$ cat src/design/arfs_pkg.sv
// Package: read-packet layout, reset values and counts for the ADC readback status block
package arfs_pkg;
    // Read-packet bit positions
    localparam int unsigned PKT_LEN = 438;
    localparam int unsigned POS_S2_CH = 384;
    localparam int unsigned POS_S1_CH = 392;
    localparam int unsigned POS_S2_RPT = 400;
    localparam int unsigned POS_S1_RPT = 408;
    localparam int unsigned POS_S2_FLT = 416;
    localparam int unsigned POS_S1_FLT = 418;
    localparam int unsigned POS_GLB = 420;
    localparam int unsigned POS_MIN = 424;
    localparam int unsigned POS_DONE = 437;
    // Field layouts
    localparam int unsigned VAL_W = 7;
    localparam int unsigned CH_W = 6;
    localparam int unsigned SCAN_CH_W = 5;
    localparam int unsigned NUM_CH = 32;
    localparam logic [5:0] TEMP_CH = 6'h20;
    localparam int unsigned FLT_UV = 0;
    localparam int unsigned FLT_OV = 1;
    // Reset values
    localparam logic [7:0] SLOT_RST = 8'h00;
    localparam logic [6:0] MIN_VAL_RST = 7'h7F;
    localparam logic [5:0] CH_RST = 6'h00;
    localparam logic [8:0] PKT_CNT_W0 = 9'h000;
endpackage

$ cat src/design/arfs_readback.sv
// ADC readback fault status block: measurement slots, faults, minimum search, SPI shift-out
`timescale 1ns/1ns
module arfs_readback (
    input wire logic mclk,
    input wire logic rstn,
    input wire logic spi_sclk,
    input wire logic spi_cs_n,
    output logic spi_miso,
    output logic spi_miso_oe_n,
    input wire logic [5:0] slot_one_channel_select,
    input wire logic [5:0] slot_two_channel_select,
    input wire logic write_done,
    input wire logic [6:0] under_voltage_threshold,
    input wire logic clear_error_control,
    input wire logic min_search_refresh,
    input wire logic slot_one_conv_done,
    input wire logic [6:0] slot_one_conv_value,
    input wire logic slot_two_conv_done,
    input wire logic [6:0] slot_two_conv_value,
    input wire logic [31:0] ovt_event,
    input wire logic slot_one_skip_control,
    input wire logic slot_two_skip_control,
    input wire logic scan_step,
    input wire logic [6:0] scan_value,
    output logic [31:0] channel_uv_fault,
    output logic min_search_refresh_ack,
    output logic [7:0] meas_slot_one_report,
    output logic [7:0] meas_slot_two_report,
    output logic [12:0] lowest_drain_voltage_result,
    output logic scan_complete_flag
);
    // ****************************************
    // Pin synchronisers and edge detection
    // ****************************************
    logic [1:0] sclk_sync_reg;
    logic [1:0] cs_sync_reg;
    logic sclk_prev_reg;
    logic cs_prev_reg;
    // Limitation: each link clock phase must last at least two clock
    // cycles, or an edge slips between the synchroniser samples
    always_ff @(posedge mclk or negedge rstn) begin
        if (!rstn) begin
            sclk_sync_reg <= 2'h0;
            cs_sync_reg <= 2'h3;
            sclk_prev_reg <= 1'b0;
            cs_prev_reg <= 1'b1;
        end else begin
            sclk_sync_reg <= {sclk_sync_reg[0], spi_sclk};
            cs_sync_reg <= {cs_sync_reg[0], spi_cs_n};
            sclk_prev_reg <= sclk_sync_reg[1];
            cs_prev_reg <= cs_sync_reg[1];
        end
    end
    logic frame_start;
    logic frame_end;
    logic sclk_fall;
    // Frame edges come from the synchronised chip select only
    assign frame_start = cs_prev_reg & ~cs_sync_reg[1];
    assign frame_end = ~cs_prev_reg & cs_sync_reg[1];
    assign sclk_fall = sclk_prev_reg & ~sclk_sync_reg[1] & ~cs_sync_reg[1];

    // ****************************************
    // Channel echo and slot reports
    // ****************************************
    logic [5:0] s1_ch_reg;
    logic [5:0] s2_ch_reg;
    logic [1:0] s1_flt_reg;
    logic [1:0] s2_flt_reg;
    // Echo moves only on a finished write, so a read shows the previous choice
    always_ff @(posedge mclk or negedge rstn) begin
        if (!rstn) begin
            s1_ch_reg <= arfs_pkg::CH_RST;
            s2_ch_reg <= arfs_pkg::CH_RST;
        end else if (write_done) begin
            s1_ch_reg <= slot_one_channel_select;
            s2_ch_reg <= slot_two_channel_select;
        end
    end

    // Conversion wins over frame end so a fresh sample is never lost
    always_ff @(posedge mclk or negedge rstn) begin
        if (!rstn) begin
            meas_slot_one_report <= arfs_pkg::SLOT_RST;
            meas_slot_two_report <= arfs_pkg::SLOT_RST;
        end else begin
            if (slot_one_conv_done) begin
                meas_slot_one_report <= {1'b1, slot_one_conv_value};
            end else if (frame_end) begin
                meas_slot_one_report[7] <= 1'b0;
            end
            if (slot_two_conv_done) begin
                meas_slot_two_report <= {1'b1, slot_two_conv_value};
            end else if (frame_end) begin
                meas_slot_two_report[7] <= 1'b0;
            end
        end
    end

    // ****************************************
    // Per-channel and slot faults
    // ****************************************
    logic s1_is_vd;
    logic s2_is_vd;
    logic s1_uv;
    logic s2_uv;
    logic s1_ov;
    logic s2_ov;
    // Temperature slots never raise drain-voltage faults
    assign s1_is_vd = (s1_ch_reg < arfs_pkg::TEMP_CH);
    assign s2_is_vd = (s2_ch_reg < arfs_pkg::TEMP_CH);
    assign s1_uv = slot_one_conv_done & s1_is_vd & (slot_one_conv_value < under_voltage_threshold);
    assign s2_uv = slot_two_conv_done & s2_is_vd & (slot_two_conv_value < under_voltage_threshold);
    assign s1_ov = s1_is_vd & ovt_event[s1_ch_reg[4:0]];
    assign s2_ov = s2_is_vd & ovt_event[s2_ch_reg[4:0]];

    // Set wins over clear
    always_ff @(posedge mclk or negedge rstn) begin
        if (!rstn) begin
            s1_flt_reg <= 2'h0;
            s2_flt_reg <= 2'h0;
        end else begin
            s1_flt_reg[arfs_pkg::FLT_UV] <= s1_uv | (s1_flt_reg[arfs_pkg::FLT_UV]
                & ~clear_error_control);
            s1_flt_reg[arfs_pkg::FLT_OV] <= s1_ov | (s1_flt_reg[arfs_pkg::FLT_OV]
                & ~clear_error_control);
            s2_flt_reg[arfs_pkg::FLT_UV] <= s2_uv | (s2_flt_reg[arfs_pkg::FLT_UV]
                & ~clear_error_control);
            s2_flt_reg[arfs_pkg::FLT_OV] <= s2_ov | (s2_flt_reg[arfs_pkg::FLT_OV]
                & ~clear_error_control);
        end
    end

    // Channel under-voltage memory, used to exclude channels from the search
    // A standing event wins over a clear in the same cycle, so its bit never drops
    logic [31:0] ch_ov_reg;
    always_ff @(posedge mclk or negedge rstn) begin
        if (!rstn) begin
            channel_uv_fault <= 32'h0000_0000;
            ch_ov_reg <= 32'h0000_0000;
        end else begin
            for (int i = 0; i < arfs_pkg::NUM_CH; i++) begin
                channel_uv_fault[i] <= (channel_uv_fault[i] & ~clear_error_control)
                    | (s1_uv & (s1_ch_reg[4:0] == 5'(i)))
                    | (s2_uv & (s2_ch_reg[4:0] == 5'(i)));
                ch_ov_reg[i] <= (ch_ov_reg[i] & ~clear_error_control) | ovt_event[i];
            end
        end
    end

    // ****************************************
    // Global flags
    // ****************************************
    logic glb_uv;
    logic glb_ov;
    logic glb_skip;
    assign glb_uv = |channel_uv_fault;
    assign glb_ov = |ch_ov_reg;
    // Skip flag follows the controls live, so it clears itself
    assign glb_skip = slot_one_skip_control | slot_two_skip_control;
    logic [2:0] glb_flags;
    assign glb_flags = {glb_skip, glb_ov, glb_uv};

    // ****************************************
    // Minimum drain-voltage search
    // ****************************************
    logic [4:0] scan_ch_reg;
    logic [5:0] scan_cnt_reg;
    logic [6:0] min_val_reg;
    logic [4:0] min_ch_reg;
    logic min_valid_reg;
    logic skip_now;
    logic take_min;
    assign min_search_refresh_ack = min_search_refresh;

    // ****************************************
    // Scan skip selection
    // ****************************************
    logic s1_skip_hit;
    logic s2_skip_hit;
    logic scan_last;
    // Slot parked on temperature must not mask drain channel 0
    assign s1_skip_hit = slot_one_skip_control & s1_is_vd & (s1_ch_reg[4:0] == scan_ch_reg);
    assign s2_skip_hit = slot_two_skip_control & s2_is_vd & (s2_ch_reg[4:0] == scan_ch_reg);
    // Skipped channels still advance the scan count, only the compare is masked
    assign skip_now = s1_skip_hit | s2_skip_hit;
    assign scan_last = (scan_cnt_reg == 6'(arfs_pkg::NUM_CH - 1));
    assign take_min = scan_step & ~skip_now & ~channel_uv_fault[scan_ch_reg]
        & (scan_value < min_val_reg);

    always_ff @(posedge mclk or negedge rstn) begin
        if (!rstn) begin
            scan_ch_reg <= 5'h00;
            scan_cnt_reg <= 6'h00;
            scan_complete_flag <= 1'b0;
        end else if (min_search_refresh) begin
            scan_ch_reg <= 5'h00;
            scan_cnt_reg <= 6'h00;
            scan_complete_flag <= 1'b0;
        end else if (scan_step) begin
            scan_ch_reg <= scan_ch_reg + 5'h01;
            if (scan_last) begin
                scan_complete_flag <= 1'b1;
            end
            if (!scan_last) begin
                scan_cnt_reg <= scan_cnt_reg + 6'h01;
            end
        end
    end

    always_ff @(posedge mclk or negedge rstn) begin
        if (!rstn) begin
            min_val_reg <= arfs_pkg::MIN_VAL_RST;
            min_ch_reg <= 5'h00;
        end else if (min_search_refresh) begin
            // Channel field keeps the last winner until a new one is found
            min_val_reg <= arfs_pkg::MIN_VAL_RST;
        end else if (take_min) begin
            min_val_reg <= scan_value;
            min_ch_reg <= scan_ch_reg;
        end
    end

    // Valid sets at scan completion; completion wins over frame-end clear
    logic scan_finish;
    assign scan_finish = scan_step & ~min_search_refresh & ~scan_complete_flag
        & scan_last;
    always_ff @(posedge mclk or negedge rstn) begin
        if (!rstn) begin
            min_valid_reg <= 1'b0;
        end else if (scan_finish) begin
            min_valid_reg <= 1'b1;
        end else if (min_search_refresh | frame_end) begin
            min_valid_reg <= 1'b0;
        end
    end
    assign lowest_drain_voltage_result = {min_ch_reg, min_valid_reg, min_val_reg};

    // ****************************************
    // Read-packet shift-out
    // ****************************************
    // Snapshot taken at frame start so fields stay stable for the whole shift
    logic [arfs_pkg::PKT_LEN-1:0] pkt_next;
    logic [arfs_pkg::PKT_LEN-1:0] pkt_reg;
    logic [8:0] bit_cnt_reg;
    logic shift_more;
    // Clock edges past the last packet bit are ignored
    assign shift_more = sclk_fall & (bit_cnt_reg < 9'(arfs_pkg::PKT_LEN));
    always_comb begin
        // Reserved positions read as zero
        pkt_next = '0;
        pkt_next[arfs_pkg::POS_S2_CH +: arfs_pkg::CH_W] = s2_ch_reg;
        pkt_next[arfs_pkg::POS_S1_CH +: arfs_pkg::CH_W] = s1_ch_reg;
        pkt_next[arfs_pkg::POS_S2_RPT +: 8] = meas_slot_two_report;
        pkt_next[arfs_pkg::POS_S1_RPT +: 8] = meas_slot_one_report;
        pkt_next[arfs_pkg::POS_S2_FLT +: 2] = s2_flt_reg;
        pkt_next[arfs_pkg::POS_S1_FLT +: 2] = s1_flt_reg;
        pkt_next[arfs_pkg::POS_GLB +: 3] = glb_flags;
        pkt_next[arfs_pkg::POS_MIN +: 13] = lowest_drain_voltage_result;
        pkt_next[arfs_pkg::POS_DONE] = scan_complete_flag;
    end

    always_ff @(posedge mclk or negedge rstn) begin
        if (!rstn) begin
            pkt_reg <= '0;
            bit_cnt_reg <= arfs_pkg::PKT_CNT_W0;
            spi_miso <= 1'b0;
        end else if (frame_start) begin
            pkt_reg <= pkt_next;
            bit_cnt_reg <= 9'h001;
            spi_miso <= pkt_next[0];
        end else if (shift_more) begin
            spi_miso <= pkt_reg[bit_cnt_reg];
            bit_cnt_reg <= bit_cnt_reg + 9'h001;
        end
    end
    assign spi_miso_oe_n = cs_sync_reg[1];
endmodule

$ cat config.mk
export PLATFORM = sky130hd
export DESIGN_NAME = arfs_readback
export DESIGN_NICKNAME = d
export VERILOG_FILES = /design/src/design/arfs_pkg.sv /design/src/design/arfs_readback.sv
export SDC_FILE = /design/constraint.sdc
export NUM_CORES = 1
export LEC_CHECK = 0
export ABC_AREA = 1
export BUFFER_PORTS_ARGS = -buffer_cell sky130_fd_sc_hd__buf_2
export CORE_MARGIN = 2
export CORE_UTILIZATION = 30
export CTS_CLUSTER_DIAMETER = 30
export DETAILED_ROUTE_END_ITERATION = 10
export SLEW_MARGIN = 30
export SYNTH_ARGS = -nofsm -noshare
export SYNTH_HDL_FRONTEND = slang
export SYNTH_SLANG_ARGS = --single-unit
$ cat constraint.sdc
create_clock -name mclk -period 2.2 [get_ports mclk]
set_clock_uncertainty 0.1 [all_clocks]
set_input_delay 0.33 -clock mclk [delete_from_list [all_inputs] [get_ports mclk]]
set_output_delay 0.33 -clock mclk [all_outputs]
set_load 0.01 [all_outputs]
Yosys cells after proc, flatten, opt, wreduce, memory -nomap -nowiden
Index checks and enable logic that the tools add are counted.
W data, S select, Z words.
{ "word_totals": {"reg_bits": 186, "wordCells": 407, "out_inout_bits": 65, "in_bits": 84} }
{ "classes": {"reduce_logical": 14, "muxes": 27, "order_cmp": 10, "addsub": 3, "bitwise_logic": 264, "eq_ne": 66} }
{ "ops": {"columns": ["cell", "n"], "rows": [
  ["$eq A5 B5 Y1 const B", 32],
  ["$and A1 B1 Y1", 153],
  ["$or A1 B1 Y1", 103],
  ["$eq A5 B4 Y1 const B", 16],
  ["$reduce_or A32 Y1", 2],
  ["$eq A5 B3 Y1 const B", 8],
  ["$lt A7 B7 Y1", 3],
  ["$eq A5 B2 Y1 const B", 4],
  ["$lt A5 B6 Y1 const B", 3],
  ["$mux W6", 3],
  ["$mux W9", 2],
  ["$bmux W1 S5", 3],
  ["$mux W1", 14],
  ["$mux W7", 2],
  ["$reduce_bool A2 Y1", 7],
  ["$lt A6 B6 Y1 const B", 2],
  ["$eq A5 B1 Y1 const B", 2],
  ["$eq A5 B5 Y1", 2],
  ["$logic_not A5 Y1", 2],
  ["$lt A9 B10 Y1 const B", 1],
  ["$mux W5", 2],
  ["$add A9 B1 Y9 const B", 1],
  ["$bmux W1 S9", 1],
  ["$lt A9 B9 Y1 const B", 1],
  ["6 further kinds", 15]
]} }

Longest topological paths before layout
{ "logic_depth": {"depth_word": 10, "mapped_depth": 13, "mapped_depth_nobuf": 13} }

Worst setup path before layout
No wires, ideal clock.
{ "synth_timing": {"path_kind": "register -> register", "startpoint": "register min_val_reg[2]", "endpoint": "register min_ch_reg[0]", "path_buffers": 0, "period_less_slack_ps": 1960, "t_arrival_ps": 1742, "stages_incl_launch_ff": 13, "required_ps": 1982, "setup_ps": 118, "setup_slack_ps": 240, "path_cell_list": "dfstp_2 inv_1 ha_1 a21oi_1 nand2_1 nand2_1 nand2_1 nand2_1 nand2_1 nand2_1 nand4_1 nand2_1 nand2_1"} }
{ "synth_between": {"elab_chain_cells": 3} }
{ "synth_rtl": {"columns": ["element", "line", "text"], "rows": [
  ["start, declared", "arfs_readback.sv:168", "logic [6:0] min_val_reg;"],
  ["start signal, assigned", "arfs_readback.sv:212", "min_val_reg <= arfs_pkg::MIN_VAL_RST;"],
  ["start signal, assigned", "arfs_readback.sv:216", "min_val_reg <= arfs_pkg::MIN_VAL_RST;"],
  ["start signal, assigned", "arfs_readback.sv:218", "min_val_reg <= scan_value;"],
  ["$lt A7 B7 Y1", "arfs_readback.sv:188", "& (scan_value < min_val_reg);"],
  ["$and A1 B1 Y1", "arfs_readback.sv:188", null],
  ["$reduce_and A2 Y1 (no line)", null, null],
  ["end signal, assigned", "arfs_readback.sv:219", "min_ch_reg <= scan_ch_reg;"],
  ["end, declared", "arfs_readback.sv:169", "logic [4:0] min_ch_reg;"]
]} }
Every way passes these cells.
A chain may end at the register's enable or synchronous reset.

Worst setup path after layout
{ "layout_timing": {"startpoint": "register min_val_reg[2]", "endpoint": "register min_ch_reg[3]"} }
The elaborated chain is that of the path after synthesis.

==> results.yml <==
timing:
  drv_slew: 0
  min_period_over_period: 0.9226
  worst_slew_pin_slew_ps: 645.2
  hold_slack_ps: 10.78
  fmax_mhz: 492.7
  post-route-min-period_ps: 2030
  rsz0062_at_grt: "no"
  setup-tns-final_ps: 0
  relSlewSlack: 0.5683
  hold_violations: 0
  setup_violations: 0
floorplan:
  die_y_um: 185.1
  core_sq_um: 32450
  rows: 66
  fp.dieW_um: 185.1
  start_util: 0.3032
  num_io_pins: 149
  die-area_sq_um: 34260
placement:
  port_buffers: 148
  dpl.hpwl_mm: 23.27
  gp_congestion: 0.8967
route:
  post-route-drc-count: 0
  ant_nets: 0
  via_per_inst: 4.959
  drt_iter0_markers: 879
  drt-pass1-iter-count: 5
  wl_mm: 31.75
  wl_per_cell_um: 17.11
  vias: 9204
synth:
  yosys_warnings: 0
  syn-num-nets: 1350
  avgSynthCellArea_sq_um: 7.903
  synth_cell_types: 47
  synth_edf_count: 0
  synth_cells: 1245
  async_flop_share: 1.000
  syn_area_sq_um: 9839
  seq_area_frac_synth: 0.4743
  synthFlopType: "dfrtp_1"
  ys_seq_elements: 186
cts:
  post_cts_resized: 0
  cts_tree: "built"
  cts_max_level: 4
  insertion_delay_ps: 430
  root_buffer: "clkbuf_16"
  clockBufferDepth: 2
  numClockSinks: 186
  post_cts_buffers: 0
  cts_buffers: 17
  path_clk_slew_ps: 80
power:
  leakagePower_nw: 5.887
  ir_drop_uv: 511.2
  power_density_nw_per_um2: 757.3
finish:
  largest_reg_flops: 49
  regArea_sq_um: 4667
  fin_nets: 1506
  nFillCells: 3389
  layout-drive-gt1-share: 0.1902
  syn_to_final_growth_pct: 20.78
  insertedDiodeCount: 0
  multi_input_area_sq_um: 4250
setup_path:
  crit_family: "simple AND/OR/NAND/NOR gates"
  critPathBufInv: 1
  cp.arrival_ps: 2250
  worstSetupEndpointType: "register"
  critPathSlowestCell: "dfstp_2"
  critPathKind: "register to register"
  cpPeakStageDelay_ps: 540
  path_depth: 12
  crit_chain: "inv_1 -> ha_1 -> a21oi_1 -> nand2_1 -> nand2_1 -> nand2_1 -> nand2_1 -> nand2_1 -> nand2_1 -> nand4_1 -> nand2_1 -> nand2_1"
  cp_max_fo: 5
  crit_path_frequent_cell: "nand2_1"
  worstPathRequired_ps: 2420
  reg2regPathDepth: 12
  cp-start-kind: "register"
hold_path:
  hold_depth: 2
  hold_class: "input pin to register"
global_routing:
  grt-ovfl-total: 0
  antenna_found_initial: 0
  grt_pass1_wl_mm: 50.76
  grt_pass1_vias: 9068
  grt_usage: 0.1915
  grt_max_degree: 50
job:
  max_cap_violations: 0
run_status:
  status: "completed"
cells in the final DEF (no fill, tap or decap), types with 3 or more instances in the layout:
cell type      instances
inv_6                  6
clkinv_1               5
clkinv_4               3
inv_1                153
or2_2                  8
nor2_1                84
nand3_2                3
clkbuf_16             17
a21oi_1               34
a22oi_1               17
buf_12                 6
ha_1                  21
buf_2                147
nand3_1               69
nor4_1                13
o21bai_1              16
dfstp_2               10
buf_4                 35
nor3_1                20
inv_2                 10
dlygate4sd3_1          3
nand4_1               34
inv_8                  4
o21ai_1                5
and3_1                 3
o21ai_0              113
o211ai_1              33
o22ai_1               16
o21a_1                 4
o221ai_1               4
dfrtp_1              176
nand2_1              311
nand2_2                6
layout make-up:
cell class | count | area share
tap | 442 | 0.04654
clock buffer | 18 | 0.03696
inverter | 169 | 0.05380
sequential | 186 | 0.3927
clock inverter | 14 | 0.01474
timing repair buffer | 192 | 0.09760
multi-input combinational | 835 | 0.3577
worst reg2reg max path, delay by kind of cell, from the launching register on:
family                   cells  cell delay [ps]
adder cells (fa/ha/maj)      1              280
flip-flops                   1              540
AO/OA/AOI/OAI                1              150
buffers and inverters        1               50
AND/OR/NAND/NOR              9              770
power breakdown:
group | internal (W) | leakage (nW) | switching [W]
sequential | 0.00375 | 2.31 | 0.000228
combinational | 0.000608 | 3.27 | 0.00112
clock | 0.00176 | 0.304 | 0.00153
total | 0.00612 | 5.89 | 0.00288
cell families (layout without fill, tap and decap cells):
logic type / count (synthesis) / in the layout / synth area share
AND/OR/NAND/NOR: 561 / 561 / 0.2513
AO/OA/AOI/OAI: 250 / 250 / 0.1511
buffers and inverters: 224 / 393 / 0.09397
flip-flops: 186 / 186 / 0.4743
adder cells (fa/ha/maj): 21 / 21 / 0.02670
XOR/XNOR: 3 / 3 / 0.002671
per-stage QoR:
step / instances / utilization / area (sq um) / setup slack (ps) / total power, W
6_report: 1856 / 0.3662 / 11880 / 170.3 / 0.009000
5_1_grt: 1856 / 0.3662 / 11880 / 0.07483 / 0.009490
4_1_cts: 1856 / 0.3662 / 11880 / 154.8 / 0.009056
3_5_place_dp: 1821 / 0.3463 / 11240 / -36.54 / 0.005762
3_3_place_gp: 1821 / 0.3463 / 11240 / -4.283 / 0.005738
2_1_floorplan: 1245 / - / 9839 / 240.3 / 0.005014
routing by layer:
layer,up-vias,global-route usage,part of all wire
met5,-,0.008889,0.0013
met2,369,0.3154,0.48
li1,4423,-,-
met4,2,0.04952,0.015
met3,29,0.03362,0.073
met1,4381,0.2595,0.43
final timing paths:
check,endpoint,slack (ps),startpoint
max in group asynchronous,s1_ch_reg[2],1040,rstn
max reg2reg,min_ch_reg[3],170,min_val_reg[2]
min,ch_ov_reg[25],10,ovt_event[25]
min reg2reg,cs_sync_reg[1],260,cs_sync_reg[0]
min in group asynchronous,meas_slot_two_report[6],260,rstn
max,min_ch_reg[3],170,min_val_reg[2]
synthesized netlist by cell type, types with 17 or more instances:
cell type  count  area, sq um
inv_1        153        574.3
clkbuf_1      27        101.4
nand2_1      312         1171
a22oi_1       17        127.6
nand3_1       69        345.3
nor2_1        84        315.3
dfrtp_1      176         4404
o211ai_1      33        247.7
nand4_1       34        212.7
o21ai_0      113        565.5
ha_1          21        262.8
a21oi_1       34        170.2
nor3_1        20        100.1
repair_timing:
item                                   4_1_cts  5_1_grt
hold buffers                                 3        0
endpoints found under the hold margin       30        0
setup endpoints to repair                    0        1
No activity file was read; power rests on OpenSTA's default activity.
